`config.mk`:
```
export PLATFORM = sky130hd
export DESIGN_NAME = pse_host_control_interface
export DESIGN_NICKNAME = d
export VERILOG_FILES = /design/src/pse_host_pkg.sv /design/src/glitch_filter.sv /design/src/pse_host_control_interface.sv
export VERILOG_INCLUDE_DIRS = /design/src
export SDC_FILE = /design/constraint.sdc
export NUM_CORES = 1
export LEC_CHECK = 0
export BUFFER_PORTS_ARGS = -buffer_cell sky130_fd_sc_hd__buf_2
export CORE_UTILIZATION = 51
export DETAILED_ROUTE_END_ITERATION = 8
export GPL_ROUTABILITY_DRIVEN = 0
export PLACE_DENSITY = 0.69
export SLEW_MARGIN = 0
export SYNTH_ARGS = -nofsm -noshare
export SYNTH_HDL_FRONTEND = slang
export SYNTH_SLANG_ARGS = --single-unit
```
`constraint.sdc`:
```
create_clock -name core_clk -period 3.92 [get_ports core_clk]
set_clock_uncertainty 0.2 [all_clocks]
set_input_delay 0.392 -clock core_clk [delete_from_list [all_inputs] [get_ports core_clk]]
set_output_delay 0.392 -clock core_clk [all_outputs]
set_load 0.03 [all_outputs]
```
`src/pse_host_cfg.svh`:
```
// pse_host_cfg.svh: register offsets, field positions, reset values and timing constants
// assumes: included by the glitch filter and the interface design files, core clock at 40 MHz
`ifndef PSE_HOST_CFG_SVH
`define PSE_HOST_CFG_SVH

// ****************************************
// register map
// ****************************************
`define REG_INT_MASK        8'h01
`define REG_INT_STATUS      8'h00
`define REG_PORT_PORT_RESET_PUSHBUTTON   8'h1a
`define INT_MASK_RESET      8'h80
`define INT_STATUS_RESET    8'h00
`define PB_INT_CLR_A        6
`define PB_INT_CLR_B        7

// ****************************************
// addressing
// ****************************************
`define SLAVE_ADDR_PREFIX   3'b010

// ****************************************
// timing
// ****************************************
`define CORE_CLK_MHZ        40
`define GLITCH_MIN_NS       1000
`define GLITCH_CYCLES       ((`GLITCH_MIN_NS * `CORE_CLK_MHZ + 999) / 1000)
`define GLITCH_CNT_W        6

`endif

```
`src/pse_host_pkg.sv`:
```
// pse_host_pkg.sv: types shared by the host control interface
// assumes: constants come from pse_host_cfg.svh
package pse_host_pkg;

   typedef enum logic [2:0] {
      ST_IDLE,
      ST_ADDR,
      ST_ACK,
      ST_WRITE,
      ST_READ,
      ST_RACK,
      ST_IGNORE
   } serial_state_t;

   typedef struct packed {
      logic [3:0] port_off;     // per-port forced off
      logic [7:0] event_set;    // events raised this cycle
   } port_ctrl_t;

   typedef struct packed {
      logic scl;
      logic sda;
   } serial_line_t;

endpackage

```
`src/glitch_filter.sv`:
```
// glitch_filter.sv: two-flop synchroniser plus low-glitch filter for one active-low pin
// assumes: pin is asynchronous to core_clk; output idles high after reset
`timescale 1ns/1ps
`include "pse_host_cfg.svh"
module glitch_filter (
   input  wire logic core_clk,
   input  wire logic srst,
   input  wire logic pin_n,
   output logic      filt_n
);
   logic                     meta_q;
   logic                     sync_q;
   logic [`GLITCH_CNT_W-1:0] cnt_q;

   // first flop feeds only the second
   always_ff @(posedge core_clk) begin
      if (srst) begin
         meta_q <= 1'b1;
         sync_q <= 1'b1;
      end else begin
         meta_q <= pin_n;
         sync_q <= meta_q;
      end
   end

   // low must persist the full minimum width before it counts
   always_ff @(posedge core_clk) begin
      if (srst) begin
         cnt_q  <= '0;
         filt_n <= 1'b1;
      end else if (sync_q) begin
         cnt_q  <= '0;
         filt_n <= 1'b1;
      end else if (cnt_q == `GLITCH_CNT_W'(`GLITCH_CYCLES - 1)) begin
         filt_n <= 1'b0;
      end else begin
         cnt_q <= cnt_q + 1'b1;
      end
   end
endmodule // glitch_filter

```
`src/pse_host_control_interface.sv`:
```
// pse_host_control_interface.sv: reset/shutdown filtering, interrupt pin and two-wire slave
// assumes: serial clock far slower than core_clk; events come from port logic on core_clk
// Behaviour
// - low chip reset keeps ports off and registers at power-up values
// - chip reset low pulses under 1 us are ignored
// - interrupt pin pulls low on any enabled event
// - writing bit 6 or 7 of pushbutton register releases interrupt
// - interrupt mask register gates each event source
// - interrupt pin changes only between serial transactions
// - faults during a transaction wait for stop before asserting interrupt
// - slave address is 010 followed by four straps, msb first
// - serial data uses separate sense input and open-drain drive output
// - low port shutdown input forces that port off like pushbutton bit
// - shutdown input glitches under 1 us are ignored
`timescale 1ns/1ps
`include "pse_host_cfg.svh"
module pse_host_control_interface
   import pse_host_pkg::*;
(
   input  wire logic       core_clk,
   input  wire logic       srst,
   input  wire logic       chip_reset_n,
   input  wire logic [3:0] port_off_n,
   input  wire logic [3:0] slave_addr_strap,
   input  wire logic       serial_clk,
   input  wire logic       serial_data_sense_in,
   input  wire logic [7:0] event_in,
   output logic            serial_data_drive_out,
   output logic            serial_data_drive_oe,
   output logic            int_out,
   output logic            int_oe,
   output logic [3:0]      port_force_off,
   output logic            chip_hold
);
   import pse_host_pkg::*;

   // ****************************************
   // reset and shutdown filtering
   // ****************************************
   logic       reset_filt_n;
   logic [3:0] off_filt_n;
   logic       core_rst;

   glitch_filter u_reset_filt (
      .core_clk (core_clk),
      .srst     (srst),
      .pin_n    (chip_reset_n),
      .filt_n   (reset_filt_n)
   );

   for (genvar p = 0; p < 4; p++) begin : g_off
      glitch_filter u_off_filt (
         .core_clk (core_clk),
         .srst     (srst),
         .pin_n    (port_off_n[p]),
         .filt_n   (off_filt_n[p])
      );
   end

   assign core_rst = srst | ~reset_filt_n;

   // ****************************************
   // serial line synchroniser and conditions
   // ****************************************
   serial_line_t meta_q;
   serial_line_t sync_q;
   serial_line_t prev_q;

   always_ff @(posedge core_clk) begin
      if (srst) begin
         meta_q <= '1;
         sync_q <= '1;
         prev_q <= '1;
      end else begin
         meta_q <= '{scl: serial_clk, sda: serial_data_sense_in};
         sync_q <= meta_q;
         prev_q <= sync_q;
      end
   end

   logic scl_rise;
   logic scl_fall;
   logic start_c;
   logic stop_c;
   assign scl_rise = sync_q.scl & ~prev_q.scl;
   assign scl_fall = ~sync_q.scl & prev_q.scl;
   assign start_c  = sync_q.scl & prev_q.scl & prev_q.sda & ~sync_q.sda;
   assign stop_c   = sync_q.scl & prev_q.scl & ~prev_q.sda & sync_q.sda;

   // ****************************************
   // slave state machine
   // ****************************************
   serial_state_t state_q;
   logic [7:0]    shift_q;
   logic [2:0]    bit_q;
   logic          rw_q;
   logic          busy_q;
   logic [1:0]    phase_q;      // 0 address, 1 reg pointer, 2 data
   logic [7:0]    ptr_q;
   logic          wr_stb_q;
   logic [7:0]    wr_data_q;
   logic [7:0]    rd_data;
   logic          addr_match;

   assign addr_match = (shift_q[6:0] == {`SLAVE_ADDR_PREFIX, slave_addr_strap});

   always_ff @(posedge core_clk) begin
      if (core_rst) begin
         state_q   <= ST_IDLE;
         shift_q   <= '0;
         bit_q     <= '0;
         rw_q      <= 1'b0;
         busy_q    <= 1'b0;
         phase_q   <= '0;
         ptr_q     <= '0;
         wr_stb_q  <= 1'b0;
         wr_data_q <= '0;
      end else begin
         wr_stb_q <= 1'b0;
         if (start_c) begin
            state_q <= ST_ADDR;
            shift_q <= '0;
            bit_q   <= '0;
            busy_q  <= 1'b1;
            phase_q <= '0;
         end else if (stop_c) begin
            state_q <= ST_IDLE;
            busy_q  <= 1'b0;
         end else begin
            case (state_q)
               ST_ADDR: begin
                  if (scl_rise) begin
                     shift_q <= {shift_q[6:0], sync_q.sda};
                     bit_q   <= bit_q + 1'b1;
                  end
                  if (scl_fall && bit_q == '0 && shift_q != '0) begin
                     rw_q    <= shift_q[0];
                     shift_q <= {1'b0, shift_q[7:1]};
                     state_q <= ST_ACK;
                  end
               end
               ST_ACK: begin
                  if (!addr_match && phase_q == '0 && bit_q == '0) begin
                     state_q <= ST_IGNORE;
                  end else if (scl_fall) begin
                     phase_q <= (phase_q == '0) ? 2'd1 : phase_q;
                     shift_q <= rd_data;
                     state_q <= rw_q ? ST_READ : ST_WRITE;
                  end
               end
               ST_WRITE: begin
                  if (scl_rise) begin
                     shift_q <= {shift_q[6:0], sync_q.sda};
                     bit_q   <= bit_q + 1'b1;
                  end
                  if (scl_fall && bit_q == '0) begin
                     if (phase_q == 2'd1) begin
                        ptr_q   <= shift_q;
                        phase_q <= 2'd2;
                     end else begin
                        wr_stb_q  <= 1'b1;
                        wr_data_q <= shift_q;
                     end
                     state_q <= ST_RACK;
                  end
               end
               ST_RACK: begin
                  if (scl_fall) begin
                     state_q <= ST_WRITE;
                  end
               end
               ST_READ: begin
                  if (scl_fall) begin
                     shift_q <= {shift_q[6:0], 1'b0};
                     bit_q   <= bit_q + 1'b1;
                     if (bit_q == 3'd7) begin
                        state_q <= ST_IGNORE;
                     end
                  end
               end
               default: ;
            endcase
         end
      end
   end

   // address byte: 7 bits address then rw; shift is cleared at every start
   // so the fall that ends the start cannot look like a finished byte

   // open-drain drive: low only while acking or sending a zero
   always_ff @(posedge core_clk) begin
      if (core_rst) begin
         serial_data_drive_out <= 1'b0;
         serial_data_drive_oe  <= 1'b0;
      end else begin
         serial_data_drive_out <= 1'b0;
         // held until the state leaves on a clock fall; a release while clock is high would fake a stop
         serial_data_drive_oe  <= (state_q == ST_ACK && addr_match) || state_q == ST_RACK
                                  || (state_q == ST_READ && !shift_q[7]);
      end
   end

   // ****************************************
   // registers
   // ****************************************
   logic [7:0] mask_q;
   logic [7:0] status_q;
   logic       int_clr;

   assign int_clr = wr_stb_q && ptr_q == `REG_PORT_PORT_RESET_PUSHBUTTON
                    && (wr_data_q[`PB_INT_CLR_A] || wr_data_q[`PB_INT_CLR_B]);

   always_ff @(posedge core_clk) begin
      if (core_rst) begin
         mask_q <= `INT_MASK_RESET;
      end else if (wr_stb_q && ptr_q == `REG_INT_MASK) begin
         mask_q <= wr_data_q;
      end
   end

   // sticky events; a new event wins over a release in the same cycle
   always_ff @(posedge core_clk) begin
      if (core_rst) begin
         status_q <= `INT_STATUS_RESET;
      end else begin
         status_q <= (int_clr ? '0 : status_q) | event_in;
      end
   end

   always_comb begin
      if (ptr_q == `REG_INT_MASK) begin
         rd_data = mask_q;
      end else if (ptr_q == `REG_INT_STATUS) begin
         rd_data = status_q;
      end else begin
         rd_data = '0;
      end
   end

   // ****************************************
   // interrupt pin
   // ****************************************
   // pin only re-evaluated while the bus is idle, so a fault mid-transfer waits for stop
   always_ff @(posedge core_clk) begin
      if (core_rst) begin
         int_oe  <= 1'b0;
         int_out <= 1'b0;
      end else if (!busy_q) begin
         int_oe  <= |(status_q & mask_q);
         int_out <= 1'b0;
      end
   end

   // ****************************************
   // port control
   // ****************************************
   always_ff @(posedge core_clk) begin
      if (core_rst) begin
         port_force_off <= '1;
         chip_hold      <= 1'b1;
      end else begin
         port_force_off <= ~off_filt_n;
         chip_hold      <= 1'b0;
      end
   end
endmodule // pse_host_control_interface

```
==> run summary <==
The flow ran to the end, and the final reports show no timing, DRC or antenna violations. The first global-routing pass estimated 16100 um of wire. The global-route layer with the greatest usage is met2. STA classifies the critical path startpoint as a flop.

The total of flip-flops plus latches after synthesis works out to 109. Each instance of the synthesized netlist takes up on average 9.25 um2. In this run the post-CTS setup repair buffer count came out at 0. For the final hold violation count, the log shows 0. Count of placed standard cells including taps: 657. The area growth from synthesis to layout is 9.43%.

For this run, the post-layout net count is 577. The share of synthesized flip-flops with an asynchronous set or reset came out at 0. By area the synthesized netlist is led by sky130_fd_sc_hd__dfxtp_1 45%, sky130_fd_sc_hd__mux2i_1 7.8%, sky130_fd_sc_hd__nor2_1 6.7%.

The basic-gate share of the synthesized area counting and, or, nand and nor cells came out at 0.217. The logs give 3446 for the number of global-route vias before repair and 3 for the number of levels the H-tree was split into. The share of synthesized cell area in full adder, half adder and majority cells came out at 0.0231. Setup repair after global routing left no endpoint under its margin. For this run, design rule violations remaining after detail routing come to 0. Dividing the detail-routed wire length by the instance count gives 14.4 um. Synthesis handed over a netlist of 528 instances. In this run, synthesis inferred 0 flip-flops with an integrated enable. The tools report the worst-case clock buffer depth as 2.

On the critical path, the stage with the largest delay is an instance of sky130_fd_sc_hd__nand3_1. During placement, the flow inserted port buffers numbering 27. For this block, the routed nets add up to 9770 um of wire.

The number of nets with antenna violations after detailed routing is 0, and the largest fanout on the critical path is 10. The starting density of the core was 0.528; the count of warnings emitted by yosys was 0. The met3 usage was 0.0564.

The region available for standard cell placement spans 9240 um2. For the pin with the worst max-slew slack, the measured transition is 0.814 ns. The die is 99.8 um tall. The logs give 109 for the clock sink count and 4 for the first-pass iteration count of the detailed router.

The peak per-stage delay on the critical path is 0.54 ns, and the register area share after synthesis is 0.447. The maximum vdd ir drop was 0.000301 V; the endpoint required time on the critical path was 3.97 ns. The tools report the largest net degree at the start of global routing as 39.

Leakage dissipation: 2.18 nW. TritonCTS built the clock tree. The dominant synthesized flop cell is sky130_fd_sc_hd__dfxtp_1. The repair_antennas step left the layout with diodes totalling 0. The number of primary I/O pins is 30, and the reported max-cap violation count is 0.

The mapped netlist covers 4880 um2. The number of rows in the core area was 35. The count of cells in the finished layout, fillers not included, comes to 681. At the worst endpoint, the arrival time is 2.41 ns. Met2 track demand over resource: 0.344. The count of instances resized after the clock tree is built was 0; the headroom to the max-slew limit was 0.456. The area fraction of the dominant cell type after synthesis was 0.447; the number of different library cells in the post-synthesis netlist was 59.

sky130_fd_sc_hd__dfxtp_1 takes more of the synthesized area than any other cell. In this run the power density over the cells is 486 nW/um2. By area, the combinational part of the netlist is dominated by simple AND/OR/NAND/NOR gates.

After detailed routing, the number of vias per cell comes to 5.47. The proportion of layout cells with a drive suffix above 1 is 0.149. The first routing iteration left 192 violations. The final setup violation count was 0; the combined global-route utilization of all metal layers was 0.206. The number of clock buffers added by TritonCTS is 9. The critical path is of the flop to flop type. The xor and xnor fraction of the mapped netlist area is 0.0556, and the met1 demand-to-capacity share in global routing is 0.252. For the fmax, the log shows 424 MHz. The clock tree root buffer cell is sky130_fd_sc_hd__clkbuf_8.

The smallest clock period supported by the final layout is computed as 2.36 ns. The portion of the clock cycle consumed by the worst path in the final layout was 0.601; the CTS clock-pin slew for the worst setup and hold paths was 0.10 ns. The floorplan step defined a die boundary enclosing 9970 um2. After legalization and detailed placement, the total HPWL measured 6900 um. Element type at the critical path end: a flop.

The initial antenna violation count came out at 0. The fraction of the mapped netlist area in compound gates works out to 0.109. Summed over all layers, the global routing overflow is 0.

The worst setup margin was 1.56 ns; the worst hold margin was 0.0272 ns. The multiplexer fraction of the synthesized cell area was 0.110. The routed via count came out at 3727. The signal on the critical path passes through nand2b_1 -> nor3b_1 -> nand3_1 -> mux2i_1 -> nor2_1. Summed over all failing endpoints, the final setup total negative slack is 0 ns.

Measured along the x axis, the die boundary spans 99.8 um. The tightest min-delay check is of the input pin to flop type. The final-report max-slew violation count is 0, and the worst setup slack after placement is 1.53 ns.

The later pin in the worst-skew pair is clocked with a latency of 0.37 ns.
-- cells in the mapped netlist, drive strengths merged, types with 9 or more instances --
cell type and instances:
buf 16, nor3 25, ha 9, clkbuf 14, dfxtp 109, nor2 88, and3 12, mux2 14
nand3 13, mux2i 38, xor2 17, or2 21, a21oi 29, nand2 25, o21ai 15, xnor2 14
-- area by class of cell --
cell class                      count  area (um2)
Clock buffer                       10         128
Clock inverter                      6        93.8
Fill cell                         810        3900
Inverter                            7        26.3
Multi-Input combinational cell    383        2520
Sequential cell                   109        2180
Tap cell                          129         161
Timing Repair Buffer               37         230
-- flip-flops by register name, indices dropped and copies added, names as in the netlist, 2 cells and up --
signal / flops
sync_q: 2
mask_q: 8
wr_data_q: 8
prev_q: 2
port_force_off: 4
meta_q: 2
bit_q: 3
ptr_q: 8
g_off.u_off_filt.filt_n: 4
status_q: 8
phase_q: 2
u_reset_filt.cnt_q: 6
g_off.u_off_filt.meta_q: 4
g_off.u_off_filt.sync_q: 4
g_off.u_off_filt.cnt_q: 24
state_q: 3
shift_q: 8
-- path summary, 6_finish.rpt --
path,startpoint,endpoint,slack (ns),depth (start not counted)
worst max register to register,prev_q[1],wr_data_q[6],1.56,5
worst min register to register,g_off[1].u_off_filt.filt_n,port_force_off[1],0.19,1
worst min-delay path,event_in[4],status_q[4],0.03,3
worst max-delay path,prev_q[1],wr_data_q[6],1.56,5
-- stage by stage --
stage	instance area (um2)	power (mW)	utilization
2_1_floorplan	4890	1.76	-
3_3_place_gp	5040	1.86	0.546
3_5_place_dp	5040	1.87	0.546
4_1_cts	5340	2.62	0.578
5_1_grt	5340	2.75	0.578
6_report	5340	2.60	0.578
-- metal layers --
layer  wire (um)  up-vias
li1            -     1879
met1        4440     1746
met2        4680       82
met3         440       20
met4         213        0
met5           0        -
-- power by group --
| group | internal (mW) | switching [mW] |
|---|---|---|
| logic | 0.235 | 0.322 |
| clock network | 0.367 | 0.376 |
| registers | 1.16 | 0.132 |
| total | 1.77 | 0.830 |
-- worst max-delay path: cells and delay by family, from the launching register on --
kind             cells  cell delay, ns
and+or+nand+nor      4            1.23
DFF                  1            0.48
muxes                1            0.33
-- cells in the final DEF (no fill, tap or decap), drive strengths merged, types with 15 or more instances in the layout --
master,count
a21oi,29
nand2,25
buf,29
nor2,88
mux2i,38
xor2,17
nor3,25
dfxtp,109
o21ai,15
or2,21
-- kinds of logic after synthesis --
family                   count (synthesis)
AO/OA/AOI/OAI                           76
XOR/XNOR                                31
adder cells (fa/ha/maj)                  9
buffers and inverters                   37
flip-flops                             109
multiplexers                            52
other                                    1
AND/OR/NAND/NOR                        213
-- timing repair --
action | 4_1_cts | 5_1_grt
hold buffers | 8 | 0
endpoints found under the setup margin | 0 | 0
endpoints found under the hold margin | 8 | 0
(Power assumes the default switching activity.)
